`src/sart_pkg.sv`:
```
// constants for the split auto-reload timer: sfr offsets, control fields, dividers
// assumes an 8-bit special function register bus driven by the processor core

package sart_pkg;
  localparam logic [7:0] ADDR_CONTROL     = 8'hc8;
  localparam logic [7:0] ADDR_RELOAD_LOW  = 8'hca;
  localparam logic [7:0] ADDR_RELOAD_HIGH = 8'hcb;
  localparam logic [7:0] ADDR_COUNT_LOW   = 8'hcc;
  localparam logic [7:0] ADDR_COUNT_HIGH  = 8'hcd;
  localparam int BIT_HIGH_FLAG   = 7;
  localparam int BIT_LOW_FLAG    = 6;
  localparam int BIT_LOW_IRQ_EN  = 5;
  localparam int BIT_CAPTURE_EN  = 4;
  localparam int BIT_SPLIT       = 3;
  localparam int BIT_RUN         = 2;
  localparam int BIT_ALT_CLOCK   = 0;
  localparam logic [7:0] CONTROL_WRITE_MASK = 8'hfd;
  localparam logic [7:0] RESET_BYTE         = 8'h00;
  localparam logic [7:0] BYTE_MAX           = 8'hff;
  localparam int CORE_DIV         = 12;
  localparam int EXT_DIV          = 8;
  localparam logic [3:0] CORE_DIV_LAST = 4'(CORE_DIV - 1);
  localparam logic [2:0] EXT_DIV_LAST  = 3'(EXT_DIV - 1);
endpackage

```
`src/sart_timer.sv`:
```
// split auto-reload timer: 16-bit or dual 8-bit counters with capture and interrupt
// assumes sfr bus signals are synchronous to CORE_CLK_I; external and lfo clock inputs pass through synchronisers
`timescale 1ns/1ps
module sart_timer
  import sart_pkg::*;
(
  // clock and reset
  input  wire logic       CORE_CLK_I,
  input  wire logic       RESET_N_I,
  // special function register bus
  input  wire logic [7:0] SFR_ADDR_I,
  input  wire logic [7:0] SFR_WDATA_I,
  input  wire logic       SFR_WR_I,
  output logic      [7:0] SFR_RDATA_O,
  // clock sources and shared clock control bits
  input  wire logic       EXT_CLK_I,
  input  wire logic       LFO_CLK_I,
  input  wire logic       LOW_BYTE_CORE_CLOCK_SELECT_I,
  input  wire logic       HIGH_BYTE_CORE_CLOCK_SELECT_I,
  // interrupt
  input  wire logic       GLOBAL_TIMER_IRQ_ENABLE_I,
  output logic            IRQ_O
);

  // register state
  logic [7:0] timer_control;
  logic [7:0] reload_byte [2];
  logic [7:0] count_byte  [2];

  // prescalers and synchronisers
  logic [3:0] core_div_cnt;
  logic [2:0] ext_div_cnt;
  logic [1:0] ext_sync;
  logic       ext_prev;
  logic [1:0] lfo_sync;
  logic       lfo_prev;

  // per-byte wiring: index 0 is the low byte, index 1 the high byte
  logic [1:0] byte_core_sel;
  logic [1:0] byte_tick;
  logic [1:0] byte_run;
  logic [1:0] byte_en;
  logic [1:0] byte_at_max;
  logic [1:0] byte_wrap;
  logic [1:0] byte_reload;
  logic [1:0] wr_reload;
  logic [1:0] wr_count;
  logic [1:0] reload_load;
  logic [7:0] next_count  [2];
  logic [7:0] next_reload [2];

  // control fields
  wire split_mode_select  = timer_control[BIT_SPLIT];
  wire run_enable         = timer_control[BIT_RUN];
  wire low_irq_enable     = timer_control[BIT_LOW_IRQ_EN];
  wire lfo_capture_enable = timer_control[BIT_CAPTURE_EN];
  wire alt_clock_select   = timer_control[BIT_ALT_CLOCK];
  wire high_overflow_flag = timer_control[BIT_HIGH_FLAG];
  wire low_overflow_flag  = timer_control[BIT_LOW_FLAG];

  // bus decode
  wire wr_control     = SFR_WR_I && (SFR_ADDR_I == ADDR_CONTROL);
  assign wr_reload[0] = SFR_WR_I && (SFR_ADDR_I == ADDR_RELOAD_LOW);
  assign wr_reload[1] = SFR_WR_I && (SFR_ADDR_I == ADDR_RELOAD_HIGH);
  assign wr_count[0]  = SFR_WR_I && (SFR_ADDR_I == ADDR_COUNT_LOW);
  assign wr_count[1]  = SFR_WR_I && (SFR_ADDR_I == ADDR_COUNT_HIGH);

  // core clock divided by 12, free running
  wire core_tick = (core_div_cnt == CORE_DIV_LAST);

  // external clock divided by 8: counts synchronised rising edges of the pin
  wire ext_rise = ext_sync[1] && !ext_prev;
  wire ext_tick = ext_rise && (ext_div_cnt == EXT_DIV_LAST);
  wire alt_tick = alt_clock_select ? ext_tick : core_tick;

  // per-byte clock choice and run gating
  assign byte_core_sel[0] = LOW_BYTE_CORE_CLOCK_SELECT_I;
  assign byte_core_sel[1] = split_mode_select ? HIGH_BYTE_CORE_CLOCK_SELECT_I
                                              : LOW_BYTE_CORE_CLOCK_SELECT_I;
  assign byte_run[0]      = split_mode_select || run_enable;
  assign byte_run[1]      = run_enable;
  assign byte_en[0]       = byte_tick[0] && byte_run[0];
  assign byte_en[1]       = split_mode_select ? (byte_tick[1] && byte_run[1])
                                              : byte_wrap[0];

  // in 16-bit mode a low wrap alone rolls to zero; only the full wrap reloads
  wire full_wrap = !split_mode_select && byte_wrap[1];
  assign byte_reload[0] = split_mode_select ? byte_wrap[0] : full_wrap;
  assign byte_reload[1] = byte_wrap[1];

  // lfo falling edge after synchroniser
  wire lfo_fall = lfo_prev && !lfo_sync[1];
  wire capture  = lfo_capture_enable && GLOBAL_TIMER_IRQ_ENABLE_I && lfo_fall;

  // control next value: a hardware set wins over a same-cycle software clear
  wire [7:0] sw_control = (SFR_WDATA_I & CONTROL_WRITE_MASK);
  wire next_high_flag = (wr_control ? sw_control[BIT_HIGH_FLAG] : high_overflow_flag)
                        | byte_wrap[1];
  wire next_low_flag  = (wr_control ? sw_control[BIT_LOW_FLAG] : low_overflow_flag)
                        | byte_wrap[0];
  wire [7:0] next_control = {next_high_flag, next_low_flag,
                             wr_control ? sw_control[5:0] : timer_control[5:0]};

  // interrupt: flags stay sticky, so request follows them
  wire irq_low_part = low_irq_enable && low_overflow_flag;
  wire next_irq = GLOBAL_TIMER_IRQ_ENABLE_I
                  && (high_overflow_flag || irq_low_part || capture);

  // read mux
  assign SFR_RDATA_O = (SFR_ADDR_I == ADDR_CONTROL)     ? timer_control :
                       (SFR_ADDR_I == ADDR_RELOAD_LOW)  ? reload_byte[0] :
                       (SFR_ADDR_I == ADDR_RELOAD_HIGH) ? reload_byte[1] :
                       (SFR_ADDR_I == ADDR_COUNT_LOW)   ? count_byte[0] :
                       (SFR_ADDR_I == ADDR_COUNT_HIGH)  ? count_byte[1] :
                                                          8'h00;

  // core divider
  always_ff @(posedge CORE_CLK_I or negedge RESET_N_I)
  begin
    if (!RESET_N_I)
    begin
      core_div_cnt <= 4'h0;
    end
    else
    begin
      core_div_cnt <= core_tick ? 4'h0 : 4'(core_div_cnt + 4'h1);
    end
  end

  // external clock synchroniser
  always_ff @(posedge CORE_CLK_I or negedge RESET_N_I)
  begin
    if (!RESET_N_I)
    begin
      ext_sync <= 2'h0;
    end
    else
    begin
      ext_sync <= {ext_sync[0], EXT_CLK_I};
    end
  end

  // previous synchronised level, for the edge detect
  always_ff @(posedge CORE_CLK_I or negedge RESET_N_I)
  begin
    if (!RESET_N_I)
    begin
      ext_prev <= 1'b0;
    end
    else
    begin
      ext_prev <= ext_sync[1];
    end
  end

  // external edge counter, wraps every 8 edges
  always_ff @(posedge CORE_CLK_I or negedge RESET_N_I)
  begin
    if (!RESET_N_I)
    begin
      ext_div_cnt <= 3'h0;
    end
    else if (ext_rise)
    begin
      ext_div_cnt <= 3'(ext_div_cnt + 3'h1);
    end
  end

  // lfo synchroniser
  always_ff @(posedge CORE_CLK_I or negedge RESET_N_I)
  begin
    if (!RESET_N_I)
    begin
      lfo_sync <= 2'h0;
    end
    else
    begin
      lfo_sync <= {lfo_sync[0], LFO_CLK_I};
    end
  end

  // low after reset, so a high lfo pin gives no false falling edge
  always_ff @(posedge CORE_CLK_I or negedge RESET_N_I)
  begin
    if (!RESET_N_I)
    begin
      lfo_prev <= 1'b0;
    end
    else
    begin
      lfo_prev <= lfo_sync[1];
    end
  end

  // control register
  always_ff @(posedge CORE_CLK_I or negedge RESET_N_I)
  begin
    if (!RESET_N_I)
    begin
      timer_control <= RESET_BYTE;
    end
    else
    begin
      timer_control <= next_control;
    end
  end

  // interrupt request
  always_ff @(posedge CORE_CLK_I or negedge RESET_N_I)
  begin
    if (!RESET_N_I)
    begin
      IRQ_O <= 1'b0;
    end
    else
    begin
      IRQ_O <= next_irq;
    end
  end

  // per-byte counter and reload
  generate
    for (genvar b = 0; b < 2; b++)
    begin : g_byte
      assign byte_tick[b]   = byte_core_sel[b] ? 1'b1 : alt_tick;
      assign byte_at_max[b] = (count_byte[b] == BYTE_MAX);
      assign byte_wrap[b]   = byte_en[b] && byte_at_max[b];
      assign next_count[b]  = byte_reload[b] ? reload_byte[b]
                                             : 8'(count_byte[b] + 8'h01);
      // capture beats a software reload write in the same cycle
      assign reload_load[b] = capture || wr_reload[b];
      assign next_reload[b] = capture ? count_byte[b] : SFR_WDATA_I;

      always_ff @(posedge CORE_CLK_I or negedge RESET_N_I)
      begin
        if (!RESET_N_I)
        begin
          count_byte[b] <= RESET_BYTE;
        end
        else if (wr_count[b])
        begin
          count_byte[b] <= SFR_WDATA_I;
        end
        else if (byte_en[b])
        begin
          count_byte[b] <= next_count[b];
        end
      end

      always_ff @(posedge CORE_CLK_I or negedge RESET_N_I)
      begin
        if (!RESET_N_I)
        begin
          reload_byte[b] <= RESET_BYTE;
        end
        else if (reload_load[b])
        begin
          reload_byte[b] <= next_reload[b];
        end
      end
    end
  endgenerate

endmodule // sart_timer

```
`config.mk`:
```
export PLATFORM = sky130hd
export DESIGN_NAME = sart_timer
export DESIGN_NICKNAME = d
export VERILOG_FILES = /design/src/sart_pkg.sv /design/src/sart_timer.sv
export SDC_FILE = /design/constraint.sdc
export NUM_CORES = 1
export LEC_CHECK = 0
export BUFFER_PORTS_ARGS = -buffer_cell sky130_fd_sc_hd__buf_2
export CAP_MARGIN = 20
export CORE_MARGIN = 8
export CORE_UTILIZATION = 50
export CTS_CLUSTER_SIZE = 20
export DETAILED_ROUTE_END_ITERATION = 10
export PLACE_DENSITY = 0.71
export SYNTH_ARGS = -nofsm -noshare
export SYNTH_HDL_FRONTEND = slang
export SYNTH_SLANG_ARGS = --single-unit
```
`constraint.sdc`:
```
create_clock -name CORE_CLK_I -period 1.6 [get_ports CORE_CLK_I]
set_input_delay 0.08 -clock CORE_CLK_I [delete_from_list [all_inputs] [get_ports CORE_CLK_I]]
set_output_delay 0.08 -clock CORE_CLK_I [all_outputs]
set_load 0.05 [all_outputs]
```
==> results.md <==
Outcome:
- The run finished, with violations left.
- The final reports fail on negative setup slack.

Floorplanning:
- The core region is 0.00620 mm².
- The initialized floorplan defines 29 standard-cell rows.
- The I/O pin total is 33.
- The floorplan step set the die width to 95.3 µm.
- The die covers 0.00908 mm².
- The initial utilization of the core area, before any placement, comes to 50.7%.
- From bottom edge to top edge, the die measures 95.3 µm.

Synthesis:
- Yosys printed 0 warnings.
- Yosys mapped the design onto 61 distinct sky130hd cell types.
- Dividing the synthesized area by the synthesized cell count gives 9.83 µm².
- The synthesized design spends more area on one cell type than any other, namely dfrtp_1.
- The area fraction of the dominant cell type after synthesis is 42.2%.
- After synthesis the cells add up to 0.00314 mm².
- The most used flip-flop cell after synthesis is dfrtp_1.
- The number of cells produced by synthesis is 320.
- The share of flip-flops with an asynchronous set or reset is 100%.
- By area the synthesized netlist is led by dfrtp_1, mux2i_1, a21oi_1.
- Yosys mapped a number of flops with a built-in enable equal to 0.
- The synthesized flop and latch total is 53.
- Summing the sequential cell areas from Yosys gives 42.2% of the chip area.
- The synthesized net count is 349.

Place:
- The number of buffer cells added on primary ports is 32.
- The post-placement cell area is 0.00373 mm².
- Prior to clock tree synthesis, the placed netlist has a worst setup slack of -178 ps.
- The congestion estimate from routability-driven global placement came to 0.893.
- The post-detailed-placement half-perimeter wirelength is 6620 µm.
- In this run, placement finished with an instance count of 461.

Drt:
- After detailed routing, the number of vias per cell comes to 6.20.
- Once detail routing completed, the nets flagged for antenna violations numbered 0.
- For this run, design rule violations remaining after detail routing come to 0.
- For this run, the detailed router's first-pass iteration total came to 5.
- Wires add up to 9600 µm.
- The average wire per cell in the routed design is 19.7 µm.
- Detailed routing inserted a total of 3017 vias.
- The detailed router finished its first iteration with 280 violations.

Power and ir drop:
- Combinational logic is responsible for 28.1% of the overall power.
- The maximum ir drop on the vdd rail is 504 µV.
- The design draws 3.75 mW.
- The leakage power figure is 2.04 nW.
- The clock network is responsible for 25.7% of the overall power.
- The design internal power is 2.60 mW.
- Registers are responsible for 46.2% of the overall power.
- The reported net switching power is 1.15 mW.
- In this run the power density over the cells is 869 mW/mm².
- The fraction of power spent switching nets is 30.7%.

STA:
- The max-slew headroom at the worst pin is 73.3%.
- Setup violations remaining at the end of the flow were counted as 21.
- The slew at the pin closest to its max-slew limit is 401 ps.
- Setup repair after global routing could not meet its margin everywhere.
- Adding up every negative setup slack in the final design gives -930 ps.
- Based on the critical path, the design can be clocked at up to 577 MHz.
- The max-slew violation count was 0.
- The share of the clock period used by the worst path is 108%.
- The worst clock skew is 5.18 ps.
- The minimum setup slack in the final design is -134 ps.
- The post-route minimum period is 1730 ps.
- The final hold violation count came to 0.

Critical path:
- The cell repeated most along the worst path is and3_4.
- STA puts the critical path data required time at 1840 ps.
- The slowest stage of the critical path is the dfrtp_1 cell.
- The worst setup path is of the reg2reg kind.
- The delay of the slowest critical-path stage is 370 ps.
- The largest fanout on the critical path is 5.
- Walking the worst path, the cells encountered are ha_2, and3_4, and3_4, buf_8, o211ai_4, a2111o_1, nand3_1.
- The worst setup path is captured at a flop.
- The kind of launch point of the worst setup path is a flop.
- Data on the critical path arrives at its endpoint at 1980 ps.

Global routing:
- The leftover overflow at the end of global routing is 0.
- The number of global-route vias before repair was 3056.
- The initial antenna violation count is 0.
- The global-route usage over all layers is 20.9%.
- The first-pass GRT wire length is 14800 µm.
- Entering global routing, the biggest net connects 23 pins.

Finish:
- 0 antenna diodes ended up in the layout.
- The fill cell total of the finished layout is 453.
- The proportion of layout cells with a drive suffix above 1 is 40.5%.
- The post-route cell area is 0.00431 mm².
- Compared with the post-synthesis result, the final layout area differs by 37.0%.
- The layout net count is 438.
- The post-layout instance count excluding filler cells is 487.

Clock tree:
- In this run, CTS created clock tree buffers numbering 5.
- The longest clock path from root to sink contains 2 buffers.
- After clock tree synthesis, the clock-pin slew on the worst setup and hold paths is 100 ps.
- The H-tree depth is 2.
- The TritonCTS clock tree is yes.
- The number of clock sinks is 53.
- At the later pin of the worst-skew pair, clock insertion delay measures 310 ps.
- The tree is rooted in a clkbuf_8.

Worst hold path:
- The path class of the tightest hold or removal check is in2reg.

Job:
- The count of max-cap constraint violations is 0.
metal layers:
metal	track usage, %	share of wire (%)
met1	25.8	42
met2	35.4	48
met3	3.23	7.1
met4	8.58	2.4
met5	0	0
power by group through the flow:
| stage | clock (mW) | combinational (mW) | sequential [mW] |
|---|---|---|---|
| 6_report | 0.963 | 1.05 | 1.73 |
| 5_1_grt | 1.01 | 1.15 | 1.75 |
| 4_1_cts | 0.979 | 0.961 | 1.71 |
| 3_5_place_dp | 0 | 0.855 | 1.73 |
| 3_3_place_gp | 0 | 0.816 | 1.72 |
| 2_1_floorplan | 0 | 0.469 | 1.71 |
final cells by class:
type                       count  area (µm²)  area share (%)
multi-input combinational    241        1920            44.6
sequential                    53        1330            30.8
timing repair buffer         103         823            19.1
tap                           77        96.3            2.24
clock buffer                   6        82.6            1.92
clock inverter                 2        37.5           0.871
inverter                       5        18.8           0.436
sequential cells by signal, indices dropped and copies added (netlist names):
name / flops
IRQ_O: 1
core_div_cnt: 4
count_byte: 16
ext_div_cnt: 3
ext_prev: 1
ext_sync: 2
lfo_prev: 1
lfo_sync: 2
reload_byte: 16
timer_control: 7
path summary, 6_finish.rpt:
path                       slack, ps                       from  cells after the start                         end
min                               40             SFR_WDATA_I[1]                      3   count_byte[1]$_DFFE_PN0P_
max                             -130  count_byte[8]$_DFFE_PN0P_                      7   count_byte[5]$_DFFE_PN0P_
max reg2reg                     -130  count_byte[8]$_DFFE_PN0P_                      7   count_byte[5]$_DFFE_PN0P_
min in group asynchronous        230                  RESET_N_I                      2  reload_byte[4]$_DFFE_PN0P_
min reg2reg                      360      ext_sync[0]$_DFF_PN0_                      0       ext_sync[1]$_DFF_PN0_
max in group asynchronous        740                  RESET_N_I                      3  count_byte[15]$_DFFE_PN0P_
cells by family after synthesis:
logic type / after synthesis / synth area share, %
AOI/OAI and AO/OA: 93 / 20.2
DFF: 53 / 42.2
and+or+nand+nor: 97 / 16.2
muxes: 41 / 13.7
buffers and inverters: 27 / 4.58
xor gates and xnor gates: 4 / 1.11
adders and majority gates: 5 / 1.99
cell usage after synthesis (3+ instances only):
| master | number |
|---|---|
| a21oi_1 | 30 |
| and3_1 | 7 |
| nand2_1 | 24 |
| a22o_1 | 6 |
| o21ai_1 | 3 |
| nand3_1 | 11 |
| dfrtp_1 | 53 |
| buf_4 | 5 |
| clkbuf_1 | 6 |
| mux2i_1 | 30 |
| nor2_1 | 27 |
| a221oi_1 | 5 |
| ha_1 | 5 |
| nand4b_1 | 3 |
| a31oi_1 | 6 |
| nor3_1 | 4 |
| nor2b_1 | 4 |
| buf_2 | 6 |
| nand4_1 | 3 |
| a22oi_1 | 5 |
| inv_1 | 5 |
| mux2_2 | 9 |
| o22ai_1 | 4 |
| o21ai_0 | 9 |
critical path: cells and delay by family, from the launching register on:
family / cells / cell delay, ps
flops: 1 / 370
simple gates: 3 / 510
buf+inv: 1 / 130
compound gates: 2 / 460
fa+ha+maj: 1 / 200
placed cells by master, fill, tap and decap left out, types with 7 or more instances in the layout:
master,count
nor2_1,26
mux2i_1,30
a21oi_1,27
nand3_1,9
dfrtp_1,51
nand2_1,23
mux2_2,7
buf_6,14
buf_2,25
buf_4,56
stage by stage:
stage / utilization [%] / hold WS, ps
4_1_cts: 66.9 / 35.9
2_1_floorplan: - / -216
5_1_grt: 69.4 / 45.2
3_3_place_gp: 60.1 / 23.8
3_5_place_dp: 60.1 / 34.9
6_report: 69.4 / 42.7
what timing repair did:
item | 4_1_cts | 5_1_grt
gates cloned | 1 | 1
hold buffers | 3 | 0
setup buffers | 8 | 6
pin swaps | 18 | 16
endpoints found under the setup margin | 23 | 24
gates resized for setup | 48 | 20
endpoints found under the hold margin | 17 | 0
Power figures use the tool's default switching activity.
